--- src/hw/osd_pkg.sv ---
package osd_pkg;
   localparam logic [11:0] OFS_OSC_CTRL  = 12'h000;
   localparam logic [11:0] OFS_CLK_DIV   = 12'h004;
   localparam logic [11:0] OFS_PLL_FBD   = 12'h008;
   localparam logic [11:0] OFS_UNLOCK    = 12'h00C;
   localparam logic [31:0] UNLOCK_KEY1   = 32'h0000_0057;
   localparam logic [31:0] UNLOCK_KEY2   = 32'h0000_00AA;
   localparam logic [2:0]  SRC_RESERVED  = 3'h4;
   localparam logic [2:0]  SRC_FRC       = 3'h0;
   localparam logic [2:0]  SRC_FRC_PLL   = 3'h1;
   localparam logic [2:0]  SRC_PRI_PLL   = 3'h3;
   localparam logic [2:0]  DOZE_RST      = 3'h3;
   localparam logic [2:0]  DOZE_NONE     = 3'h0;
   localparam logic [2:0]  FAST_RC_POSTSCALER_RST    = 3'h0;
   localparam logic [1:0]  POST_RST      = 2'h1;
   localparam logic [1:0]  POST_RSVD     = 2'h2;
   localparam logic [4:0]  PRE_RST       = 5'h00;
   localparam logic [8:0]  FBD_RST       = 9'h030;
   // OSC control bit positions
   localparam int B_CURRENT_SOURCE_SEL = 12;
   localparam int B_NEXT_SOURCE_SEL = 8;
   localparam int B_CLOCK_CONFIG_LOCK = 7;
   localparam int B_PIN_CONFIG_LOCK = 6;
   localparam int B_LOCK = 5;
   localparam int B_CF = 3;
   localparam int B_SOURCE_SWITCH_REQUEST = 0;
   // Clock divisor bit positions
   localparam int B_ROI = 15;
   localparam int B_DOZE = 12;
   localparam int B_REDUCED_RATIO_ENABLE = 11;
   localparam int B_FAST_RC_POSTSCALER = 8;
   localparam int B_POST = 6;
   localparam int B_PRE = 0;

   typedef enum logic [1:0] {
      OSD_IDLE  = 2'b00,
      OSD_WAIT  = 2'b01,
      OSD_SWAP  = 2'b11
   } osd_sw_t;

   typedef enum logic [1:0] {
      OSD_LK0 = 2'b00,
      OSD_LK1 = 2'b01,
      OSD_LK2 = 2'b11
   } osd_unlock_t;

   typedef struct packed {
      logic [2:0] cur_src;
      logic [2:0] next_src;
      logic       switch_req;
      logic       clk_lock;
      logic       pin_lock;
      logic       fail_flag;
      logic       recover_on_irq;
      logic [2:0] doze;
      logic       reduced_ratio_enable;
      logic [2:0] fast_rc_postscaler;
      logic [1:0] post;
      logic [4:0] pre;
      logic [8:0] fbd;
   } osd_regs_t;

   typedef struct packed {
      logic [2:0] source;
      logic [2:0] frc_div;
      logic [1:0] post;
      logic [4:0] pre;
      logic [8:0] fbd;
      logic [2:0] doze_ratio;
   } osd_clkcfg_t;
endpackage

--- src/hw/osd_ctrl.sv ---
module osd_ctrl (
   input  wire logic                 clk,
   input  wire logic                 rst,
   input  wire logic                 por_load,
   input  wire logic [2:0]           cfg_next_source_sel,
   input  wire logic                 cfg_clock_switch_monitor_cfg0,
   input  wire logic                 psel,
   input  wire logic                 penable,
   input  wire logic                 pwrite,
   input  wire logic [11:0]          paddr,
   input  wire logic [31:0]          pwdata,
   output logic      [31:0]          prdata,
   output logic                      pready,
   output logic                      pslverr,
   input  wire logic                 irq_any,
   input  wire logic                 src_ready_async,
   input  wire logic                 pll_lock_async,
   input  wire logic                 fail_detect_async,
   output osd_pkg::osd_clkcfg_t      clk_cfg,
   output logic                      io_lock_active,
   output logic                      osc_fail_trap
);
   typedef struct packed {
      osd_pkg::osd_regs_t    r;
      osd_pkg::osd_sw_t      sw;
      osd_pkg::osd_unlock_t  ul;
      logic [2:0]            sy_ready;
      logic [1:0]            sy_lock;
      logic [1:0]            sy_fail;
      logic [31:0]           rdata;
      logic                  trap;
   } osd_state_t;

   osd_state_t s_q, s_d;

   function automatic logic [31:0] field(input logic [31:0] v, input int pos, input int w);
      return (v >> pos) & ((32'h0000_0001 << w) - 32'h0000_0001);
   endfunction

   logic acc, wr, rd, locked_cfg, fail_evt;
   logic [31:0] osc_word, div_word, fbd_word, rd_mux;
   logic hit;

   assign acc = psel & penable;
   assign wr  = acc & pwrite;
   // Read word captured in the setup phase so it stands at the access edge
   assign rd  = psel & ~penable & ~pwrite;
   assign pready  = 1'b1;
   assign locked_cfg = s_q.r.clk_lock & cfg_clock_switch_monitor_cfg0;
   assign fail_evt = s_q.sy_fail[1];

   always_comb begin
      osc_word = '0;
      osc_word[osd_pkg::B_CURRENT_SOURCE_SEL +: 3] = s_q.r.cur_src;
      osc_word[osd_pkg::B_NEXT_SOURCE_SEL +: 3] = s_q.r.next_src;
      osc_word[osd_pkg::B_CLOCK_CONFIG_LOCK]   = s_q.r.clk_lock;
      osc_word[osd_pkg::B_PIN_CONFIG_LOCK]    = s_q.r.pin_lock;
      osc_word[osd_pkg::B_LOCK]      = s_q.sy_lock[1];
      osc_word[osd_pkg::B_CF]        = s_q.r.fail_flag;
      osc_word[osd_pkg::B_SOURCE_SWITCH_REQUEST]     = s_q.r.switch_req;
      div_word = '0;
      div_word[osd_pkg::B_ROI]          = s_q.r.recover_on_irq;
      div_word[osd_pkg::B_DOZE +: 3]    = s_q.r.doze;
      div_word[osd_pkg::B_REDUCED_RATIO_ENABLE]        = s_q.r.reduced_ratio_enable;
      div_word[osd_pkg::B_FAST_RC_POSTSCALER +: 3]  = s_q.r.fast_rc_postscaler;
      div_word[osd_pkg::B_POST +: 2]    = s_q.r.post;
      div_word[osd_pkg::B_PRE +: 5]     = s_q.r.pre;
      fbd_word = {23'h0, s_q.r.fbd};
      hit = 1'b1;
      case (paddr)
         osd_pkg::OFS_OSC_CTRL: rd_mux = osc_word;
         osd_pkg::OFS_CLK_DIV:  rd_mux = div_word;
         osd_pkg::OFS_PLL_FBD:  rd_mux = fbd_word;
         osd_pkg::OFS_UNLOCK:   rd_mux = '0;
         default: begin
            rd_mux = '0;
            hit = 1'b0;
         end
      endcase
   end
   assign pslverr = acc & ~hit;

   always_comb begin
      s_d = s_q;
      s_d.trap = 1'b0;
      // Synchronisers: stage one feeds only stage two
      s_d.sy_ready = {s_q.sy_ready[1:0], src_ready_async};
      s_d.sy_lock  = {s_q.sy_lock[0], pll_lock_async};
      s_d.sy_fail  = {s_q.sy_fail[0], fail_detect_async};
      if (rd) begin
         s_d.rdata = rd_mux;
      end
      // Unlock sequence: two key writes arm one control write
      if (wr && paddr == osd_pkg::OFS_UNLOCK) begin
         if (pwdata == osd_pkg::UNLOCK_KEY1) begin
            s_d.ul = osd_pkg::OSD_LK1;
         end else if (pwdata == osd_pkg::UNLOCK_KEY2 && s_q.ul == osd_pkg::OSD_LK1) begin
            s_d.ul = osd_pkg::OSD_LK2;
         end else begin
            s_d.ul = osd_pkg::OSD_LK0;
         end
      end else if (wr) begin
         s_d.ul = osd_pkg::OSD_LK0;
      end
      if (wr && paddr == osd_pkg::OFS_OSC_CTRL && s_q.ul == osd_pkg::OSD_LK2) begin
         s_d.r.pin_lock = pwdata[osd_pkg::B_PIN_CONFIG_LOCK];
         if (!locked_cfg) begin
            s_d.r.clk_lock = pwdata[osd_pkg::B_CLOCK_CONFIG_LOCK];
            if (field(pwdata, osd_pkg::B_NEXT_SOURCE_SEL, 3) != {29'h0, osd_pkg::SRC_RESERVED}) begin
               s_d.r.next_src = pwdata[osd_pkg::B_NEXT_SOURCE_SEL +: 3];
            end
            if (pwdata[osd_pkg::B_SOURCE_SWITCH_REQUEST] && s_q.sw == osd_pkg::OSD_IDLE) begin
               s_d.r.switch_req = 1'b1;
               s_d.sw = osd_pkg::OSD_WAIT;
            end
         end
         if (pwdata[osd_pkg::B_CF]) begin
            s_d.r.fail_flag = 1'b1;
            s_d.trap = 1'b1;
         end else begin
            s_d.r.fail_flag = 1'b0;
         end
      end
      if (wr && paddr == osd_pkg::OFS_CLK_DIV && !locked_cfg) begin
         s_d.r.recover_on_irq = pwdata[osd_pkg::B_ROI];
         s_d.r.fast_rc_postscaler = pwdata[osd_pkg::B_FAST_RC_POSTSCALER +: 3];
         if (pwdata[osd_pkg::B_POST +: 2] != osd_pkg::POST_RSVD) begin
            s_d.r.post = pwdata[osd_pkg::B_POST +: 2];
         end
         s_d.r.pre = pwdata[osd_pkg::B_PRE +: 5];
         if (!s_q.r.reduced_ratio_enable) begin
            s_d.r.doze = pwdata[osd_pkg::B_DOZE +: 3];
         end
         if (!pwdata[osd_pkg::B_REDUCED_RATIO_ENABLE] || s_q.r.doze != osd_pkg::DOZE_NONE) begin
            s_d.r.reduced_ratio_enable = pwdata[osd_pkg::B_REDUCED_RATIO_ENABLE];
         end
      end
      if (wr && paddr == osd_pkg::OFS_PLL_FBD && !locked_cfg) begin
         s_d.r.fbd = pwdata[8:0];
      end
      if (irq_any && s_q.r.recover_on_irq) begin
         s_d.r.reduced_ratio_enable = 1'b0;
      end
      // Hardware set wins over a software clear in the same cycle
      if (fail_evt) begin
         s_d.r.fail_flag = 1'b1;
         s_d.trap = ~s_q.r.fail_flag | s_d.trap;
      end
      case (s_q.sw)
         osd_pkg::OSD_IDLE: begin
         end
         osd_pkg::OSD_WAIT: begin
            if (s_q.sy_ready[2]) begin
               s_d.sw = osd_pkg::OSD_SWAP;
            end
         end
         osd_pkg::OSD_SWAP: begin
            s_d.r.cur_src = s_q.r.next_src;
            s_d.r.switch_req = 1'b0;
            s_d.sw = osd_pkg::OSD_IDLE;
         end
         default: s_d.sw = osd_pkg::OSD_IDLE;
      endcase
      if (rst) begin
         s_d = '0;
         s_d.r.doze = osd_pkg::DOZE_RST;
         s_d.r.fast_rc_postscaler = osd_pkg::FAST_RC_POSTSCALER_RST;
         s_d.r.post = osd_pkg::POST_RST;
         s_d.r.pre = osd_pkg::PRE_RST;
         s_d.r.fbd = osd_pkg::FBD_RST;
      end
      if (por_load) begin
         s_d.r.next_src = cfg_next_source_sel;
         s_d.r.cur_src = cfg_next_source_sel;
      end
   end

   always_ff @(posedge clk) begin
      s_q <= s_d;
   end

   assign prdata = s_q.rdata;
   assign io_lock_active = s_q.r.pin_lock;
   assign osc_fail_trap = s_q.trap;
   always_comb begin
      clk_cfg.source  = s_q.r.cur_src;
      clk_cfg.frc_div = s_q.r.fast_rc_postscaler;
      clk_cfg.post    = s_q.r.post;
      clk_cfg.pre     = s_q.r.pre;
      clk_cfg.fbd     = s_q.r.fbd;
      clk_cfg.doze_ratio = s_q.r.reduced_ratio_enable ? s_q.r.doze : osd_pkg::DOZE_NONE;
   end

   reduced_ratio_enable_forced_a: assert property (@(posedge clk) disable iff (rst)
      (irq_any && s_q.r.recover_on_irq && !por_load) |=> !s_q.r.reduced_ratio_enable) else $error("interrupt did not clear doze");
   doze_hold_a: assert property (@(posedge clk) disable iff (rst)
      (s_q.r.reduced_ratio_enable && !por_load) |=> $stable(s_q.r.doze)) else $error("doze changed while enabled");
   reduced_ratio_enable_zero_a: assert property (@(posedge clk) disable iff (rst)
      (s_q.r.doze == osd_pkg::DOZE_NONE && !s_q.r.reduced_ratio_enable) |=> !s_q.r.reduced_ratio_enable) else $error("doze enabled at zero");
   ratio_one_a: assert property (@(posedge clk) disable iff (rst)
      !s_q.r.reduced_ratio_enable |-> clk_cfg.doze_ratio == osd_pkg::DOZE_NONE) else $error("ratio not 1:1");
   lock_block_a: assert property (@(posedge clk) disable iff (rst || por_load)
      (locked_cfg && !por_load) |=> $stable(s_q.r.fbd) && $stable(s_q.r.pre)) else $error("locked config changed");
   swap_done_a: assert property (@(posedge clk) disable iff (rst || por_load)
      (s_q.sw == osd_pkg::OSD_SWAP) |=> !s_q.r.switch_req && s_q.r.cur_src == $past(s_q.r.next_src)) else $error("switch not completed");
   fail_set_a: assert property (@(posedge clk) disable iff (rst)
      fail_evt |=> s_q.r.fail_flag) else $error("fail flag not set");
   post_rsvd_a: assert property (@(posedge clk) disable iff (rst)
      s_q.r.post != osd_pkg::POST_RSVD) else $error("reserved postscaler code");
   unlock_need_a: assert property (@(posedge clk) disable iff (rst || por_load)
      (wr && paddr == osd_pkg::OFS_OSC_CTRL && s_q.ul != osd_pkg::OSD_LK2 && !fail_evt)
      |=> $stable(s_q.r.pin_lock)) else $error("write without unlock");
endmodule

--- config.mk ---
export PLATFORM = sky130hd
export DESIGN_NAME = osd_ctrl
export DESIGN_NICKNAME = d
export VERILOG_FILES = /design/src/hw/osd_pkg.sv /design/src/hw/osd_ctrl.sv
export SDC_FILE = /design/constraint.sdc
export NUM_CORES = 1
export LEC_CHECK = 0
export BUFFER_PORTS_ARGS = -buffer_cell sky130_fd_sc_hd__buf_2
export CAP_MARGIN = 25
export CORE_MARGIN = 2
export CORE_UTILIZATION = 25
export DETAILED_ROUTE_END_ITERATION = 10
export PLACE_DENSITY = 0.56
export SYNTH_ARGS = -nofsm -noshare
export SYNTH_HDL_FRONTEND = slang
export SYNTH_SLANG_ARGS = --single-unit
--- constraint.sdc ---
create_clock -name clk -period 1.7 [get_ports clk]
set_clock_uncertainty 0.1 [all_clocks]
set_input_delay 0.085 -clock clk [delete_from_list [all_inputs] [get_ports clk]]
set_output_delay 0.085 -clock clk [all_outputs]
set_load 0.1 [all_outputs]
==> run_results.csv, run 1 <==
group,metric,value,unit
outcome,outcome,"complete, no violations",
pwr,p_leak,1.738,nW
min_path,hp-class,"in -> reg",
floorplanning,initial_utilization,25.63,%
clocking,worstSkewPairLatency,330,ps
setup_path,cp_max_fo,2,
timing,slew_headroom,62.38,%
route,drc,0,
grt,grt_max_degree,55,
setup_path,reg2reg_depth,4,
pwr,max-vdd-ir-drop,0.0003911,V
synth,synth_edf_count,6,
timing,fin_crit_sh,94.81,%
placed_design,dp_slack,-1.719,ps
clocking,htree_levels,3,
setup_path,cp-start-kind,"input port",
synth,synthesis.area,0.003248,sq mm
placed_design,hpwl,7361,um
setup_path,r2r-start,"s_q[40]",
setup_path,worstSetupStartpoint,"pwdata[13]",
setup_path,end_kind,"flop",
synth,synth.distinct_cells,45,
clocking,clk_pin_slew,50,ps
flow_run,cap_violations,0,
route,drt-wirelength-per-cell,15.88,um
grt,grt_pass1_vias,2869,
timing,setup_ws,88.15,ps
floorplanning,dieArea,0.01392,sq mm
setup_path,worstSetupPathType,"in -> reg",
timing,finalCriticalPeriod,1612,ps
timing,rsz0062_at_grt,"yes",
synth,seq_area_frac_synth,40.06,%
cells_and_area,regArea,0.001301,sq mm
timing,hold_ws,26.45,ps
cells_and_area,num_antenna_cells,0,
cells_and_area,multi_input_area,0.001488,sq mm
floorplanning,die_h,118.0,um
setup_path,ff2ff_setup_slack,180,ps
route,drt_iter0_markers,264,
route,detail-route-antenna-nets,0,
placed_design,port_buffers,101,
synth,synth.top_cells.by_count,"dfxtp_1, buf_4, a21oi_1, nand4_1, o21ai_0",
cells_and_area,drive_gt1_share,32.30,%
timing,fmax,0.6204,GHz
timing,slew_viol_final,0,
synth,synth_top_area_share,34.51,%
floorplanning,die_w,118.0,um
synth,avgSynthCellArea,8.973,sq um
setup_path,crit_required,1870,ps
clocking,clock_path_buffers,2,
synth,synthFlopType,"dfxtp_1",
route,vias,2969,
timing,hold_viol_final,0,
cells_and_area,final_nets,506,
clocking,root_buffer,"clkbuf_16",
synth,ys.warnings.count,0,
timing,worstMarginPinSlew,564.3,ps
cells_and_area,nFillCells,1347,
synth,async_flop_share,0,%
synth,synthCells,362,
floorplanning,core,0.01267,sq mm
floorplanning,rows,41,
synth,synthMostInstantiatedCell,"dfxtp_1",
floorplanning,io_pins,119,
clocking,cts_tree,"done",
route,totalWireLength,9908,um
grt,grt_usage,14.12,%
clocking,cts_sinks,62,
synth,synth_top_cell_by_area,"dfxtp_1",
cells_and_area,area_growth,28.54,%
route,first_pass_iters,4,
timing,setup_viol,0,
pwr,powerDensity,907.5,mW/mm^2
placed_design,gp_congestion,0.7817,
synth,ys_ff_latch,62,
setup_path,worst_r2r_endpoint,"osc_word[8]",
grt,antenna_found_initial,0,
clocking,cts-buffers-inserted,9,
grt,grt_pass1_wl,15430,um
setup_path,crit_end,"s_q[40]",
synth,netlist_top_cells_area,"dfxtp_1, buf_4, edfxtp_1, a21oi_1, nand4_1",
route,routed_via_density,4.758,
grt,overflow,0,
setup_path,crit_arrival,1790,ps
## report_power, final
part	internal, mW	switching [mW]
sequential	1.50	0.0113
combinational	0.148	0.395
clock	1.09	0.639
total	2.74	1.05
## final cells by class
class                      count  area share, %
multi-input combinational    232          35.63
sequential                    62          31.17
timing repair buffer         139          20.86
clock buffer                  12          6.383
inverter                       4         0.3596
clock inverter                 3         0.4495
tap                          172          5.154
## critical path, stage by stage
cell	delay, ps
dlygate4sd3_1	530
buf_2	130
nor4_1	300
nand4_1	210
a2111oi_2	400
a21o_1	120
## how the worst min path moves through the flow
stage                     cells past startpoint           to              start
after floorplan                               1      s_q[33]  fail_detect_async
after global placement                        2      s_q[37]    src_ready_async
after detailed placement                      2      s_q[33]  fail_detect_async
after CTS                                     2  osc_word[9]          pwdata[9]
after global routing                          2  osc_word[9]          pwdata[9]
final                                         2  osc_word[9]          pwdata[9]
## cells by family (layout without fill, tap and decap cells)
logic type | after synthesis | in the layout | synth area share [%]
AOI/OAI and AO/OA | 84 | 84 | 16.72
buffers and inverters | 83 | 158 | 16.64
DFF | 62 | 62 | 40.06
muxes | 14 | 14 | 4.353
other | 2 | 17 | 0.2312
and+or+nand+nor | 117 | 117 | 22.00
## registers in the layout, indices dropped and copies added, names as in the netlist
register and cells:
osc_fail_trap 1, fail_evt 1, clk_cfg 22, div_word 5, prdata 16, io_lock_active 1, osc_word 7, s_q 9
## metrics by stage
stage          area [sq um]  setup TNS, ps  utilization [%]  cells  total power, mW
2_1_floorplan          3304              0                -    377            1.924
5_1_grt                4175         -40.69            32.95    624            3.914
3_3_place_gp           3645              0            28.76    587            2.039
6_report               4175              0            32.95    624            3.789
4_1_cts                4150              0            32.75    624            3.798
3_5_place_dp           3645         -1.719            28.76    587            2.043
## cells in the final DEF, fill, tap and decap left out, types with 9 or more instances in the layout
cell,count
a22o_1,9
dfxtp_1,56
nor2_1,17
o21ai_0,20
dlygate4sd3_1,22
nand4_1,23
a21oi_1,29
mux2i_1,13
clkbuf_16,9
conb_1,17
nand2_1,17
nor2b_1,9
buf_4,14
buf_2,101
## layer usage
layer	GRT usage, %	vias to the layer above	share of wire, %
met5	0	-	0
met4	5.723	0	1.8
met3	3.488	16	6.7
met2	21.11	127	44
met1	19.37	1385	47
li1	-	1441	-
## timing repair
action,CTS,global route
hold buffers,22,0
setup buffers,0,0
resized for setup,0,5
setup endpoints to repair,0,1
hold endpoints to repair,30,0
Note: power is estimated with default switching activity, not from simulation.
==> run 2, diff against run 1 <==
RECOVER_POWER = 100   (was default)
==> run 2 against run 1 <==
Effect of this change: clock power about the same; worst setup slack about the same; die area unchanged; largest power group unchanged; critical path depth unchanged; critical path type unchanged; highest routed layer unchanged; worst hold slack about the same; critical endpoint unchanged; register-to-register slack worse by 30 ps.
==> run_results.csv, run 2 (same netlist as run 1, synthesis figures left out) <==
group,metric,value,unit
outcome,outcome,"complete, no violations",
timing,setup_viol,0,
timing,fmax,0.6206,GHz
grt,overflow,0,
timing,hold_viol_final,0,
timing,slew_viol_final,0,
route,detail-route-antenna-nets,0,
route,wl_met1,4746,um
setup_path,cp_max_fo,2,
route,drc,0,
floorplanning,rows,41,
setup_path,end_kind,"flop",
timing,worstMarginPinSlew,575.5,ps
pwr,p_leak,1.683,nW
route,met3_length,580,um
cells_and_area,num_antenna_cells,0,
route,first_pass_iters,6,
setup_path,r2r-start,"osc_word[7]",
grt,grt_pass1_wl,15430,um
setup_path,cpPeakStageDelay,530,ps
timing,rsz0062_at_grt,"yes",
timing,finalCriticalPeriod,1611,ps
timing,fin_crit_sh,94.79,%
timing,hold_ws,26.26,ps
floorplanning,initial_utilization,25.63,%
pwr,powerDensity,909.5,mW/mm^2
placed_design,port_buffers,101,
floorplanning,die_h,118.0,um
floorplanning,dieArea,0.01392,sq mm
route,vias,2958,
flow_run,cap_violations,0,
grt,grt_max_degree,55,
setup_path,ff2ff_setup_slack,150,ps
clocking,root_buffer,"clkbuf_16",
grt,grt_usage,14.12,%
placed_design,gp_congestion,0.7817,
route,totalWireLength,9896,um
route,top_layer_used,"met4",
placed_design,hpwl,7361,um
setup_path,slowest_stage,"dlygate4sd3_1",
cells_and_area,drive_gt1_share,30.31,%
pwr,max-vdd-ir-drop,0.0003851,V
setup_path,worst_r2r_endpoint,"div_word[12]",
setup_path,worstSetupStartpoint,"pwdata[13]",
floorplanning,core,0.01267,sq mm
clocking,worstSkewPairLatency,330,ps
clocking,clk_pin_slew,50,ps
timing,slew_headroom,61.63,%
pwr,p_total,3.780,mW
cells_and_area,area_growth,27.97,%
setup_path,crit_arrival,1780,ps
route,routed_via_density,4.740,
floorplanning,die_w,118.0,um
setup_path,worstSetupPathType,"in -> reg",
setup_path,worstPathCellList,"dlygate4sd3_1 -> buf_2 -> nor4_1 -> nand4_1 -> a2111oi_2 -> a21o_1",
cells_and_area,largest_register_ffs,22,
cells_and_area,mostFrequentLayoutCell,"dfxtp_1",
clocking,htree_levels,3,
clocking,cts_setup_buffers,0,
min_path,hp-class,"in -> reg",
clocking,clock_path_buffers,2,
cells_and_area,final_util,32.80,%
timing,setup_ws,88.57,ps
min_path,whs_path_depth,3,
cells_and_area,final_nets,506,
route,drt_iter0_markers,246,
grt,antenna_found_initial,0,
setup_path,cp-start-kind,"input port",
clocking,cts-buffers-inserted,9,
route,met2_length,4394,um
clocking,cts_sinks,62,
grt,grt_pass1_vias,2869,
placed_design,dp_slack,-1.719,ps
cells_and_area,layout_common_cells,"dfxtp_1, buf_2, clkbuf_2, a21oi_1, nand4_1",
setup_path,crit_required,1870,ps
floorplanning,io_pins,119,
clocking,cts_tree,"done",
setup_path,reg2reg_depth,4,
setup_path,crit_end,"s_q[40]",
route,drt-wirelength-per-cell,15.86,um
-- run 2: final cells by class --
cell class | count | area (sq um)
Multi-Input combinational cell | 232 | 1484
Fill cell | 1356 | 8514
Inverter | 4 | 15.01
Sequential cell | 62 | 1301
Clock buffer | 12 | 266.5
Clock inverter | 3 | 18.77
Tap cell | 172 | 215.2
Timing Repair Buffer | 139 | 855.8
-- run 2: how the worst min path moves through the flow --
| stage | startpoint | endpoint |
|---|---|---|
| 4_1_cts | pwdata[9] | osc_word[9] |
| 6_report | cfg_clock_switch_monitor_cfg0 | osc_word[7] |
| 3_3_place_gp | src_ready_async | s_q[37] |
| 5_1_grt | pwdata[9] | osc_word[9] |
| 2_1_floorplan | fail_detect_async | s_q[33] |
| 3_5_place_dp | fail_detect_async | s_q[33] |
-- run 2: report_power, final --
| part | leakage (nW) | switching (mW) | internal [mW] |
|---|---|---|---|
| clock network | 0.144 | 0.634 | 1.09 |
| logic | 1.02 | 0.394 | 0.145 |
| registers | 0.516 | 0.0116 | 1.50 |
-- run 2: timing repair --
item / CTS / global route
hold endpoints to repair: 30 / 0
setup endpoints to repair: 0 / 1
hold buffers: 22 / 0
gates resized for setup: 0 / 5
-- run 2: layer usage --
| metal | vias up | global-route usage (%) |
|---|---|---|
| met1 | 1378 | 19.37 |
| met4 | 0 | 5.723 |
| met2 | 117 | 21.11 |
| met5 | - | 0 |
| li1 | 1446 | - |
| met3 | 17 | 3.488 |
-- run 2: critical path, delay by kind of cell --
kind | cells | cell delay [ps]
AO/OA/AOI/OAI | 2 | 520
buffers and inverters | 2 | 660
AND/OR/NAND/NOR | 2 | 510
-- run 2: metrics by stage --
step	TNS [ps]	cell area, sq um	instances
after detailed placement	-1.719	3645	587
after global routing	-40.69	4156	624
after floorplan	0	3304	377
after global placement	0	3645	587
final	0	4156	624
after CTS	0	4150	624
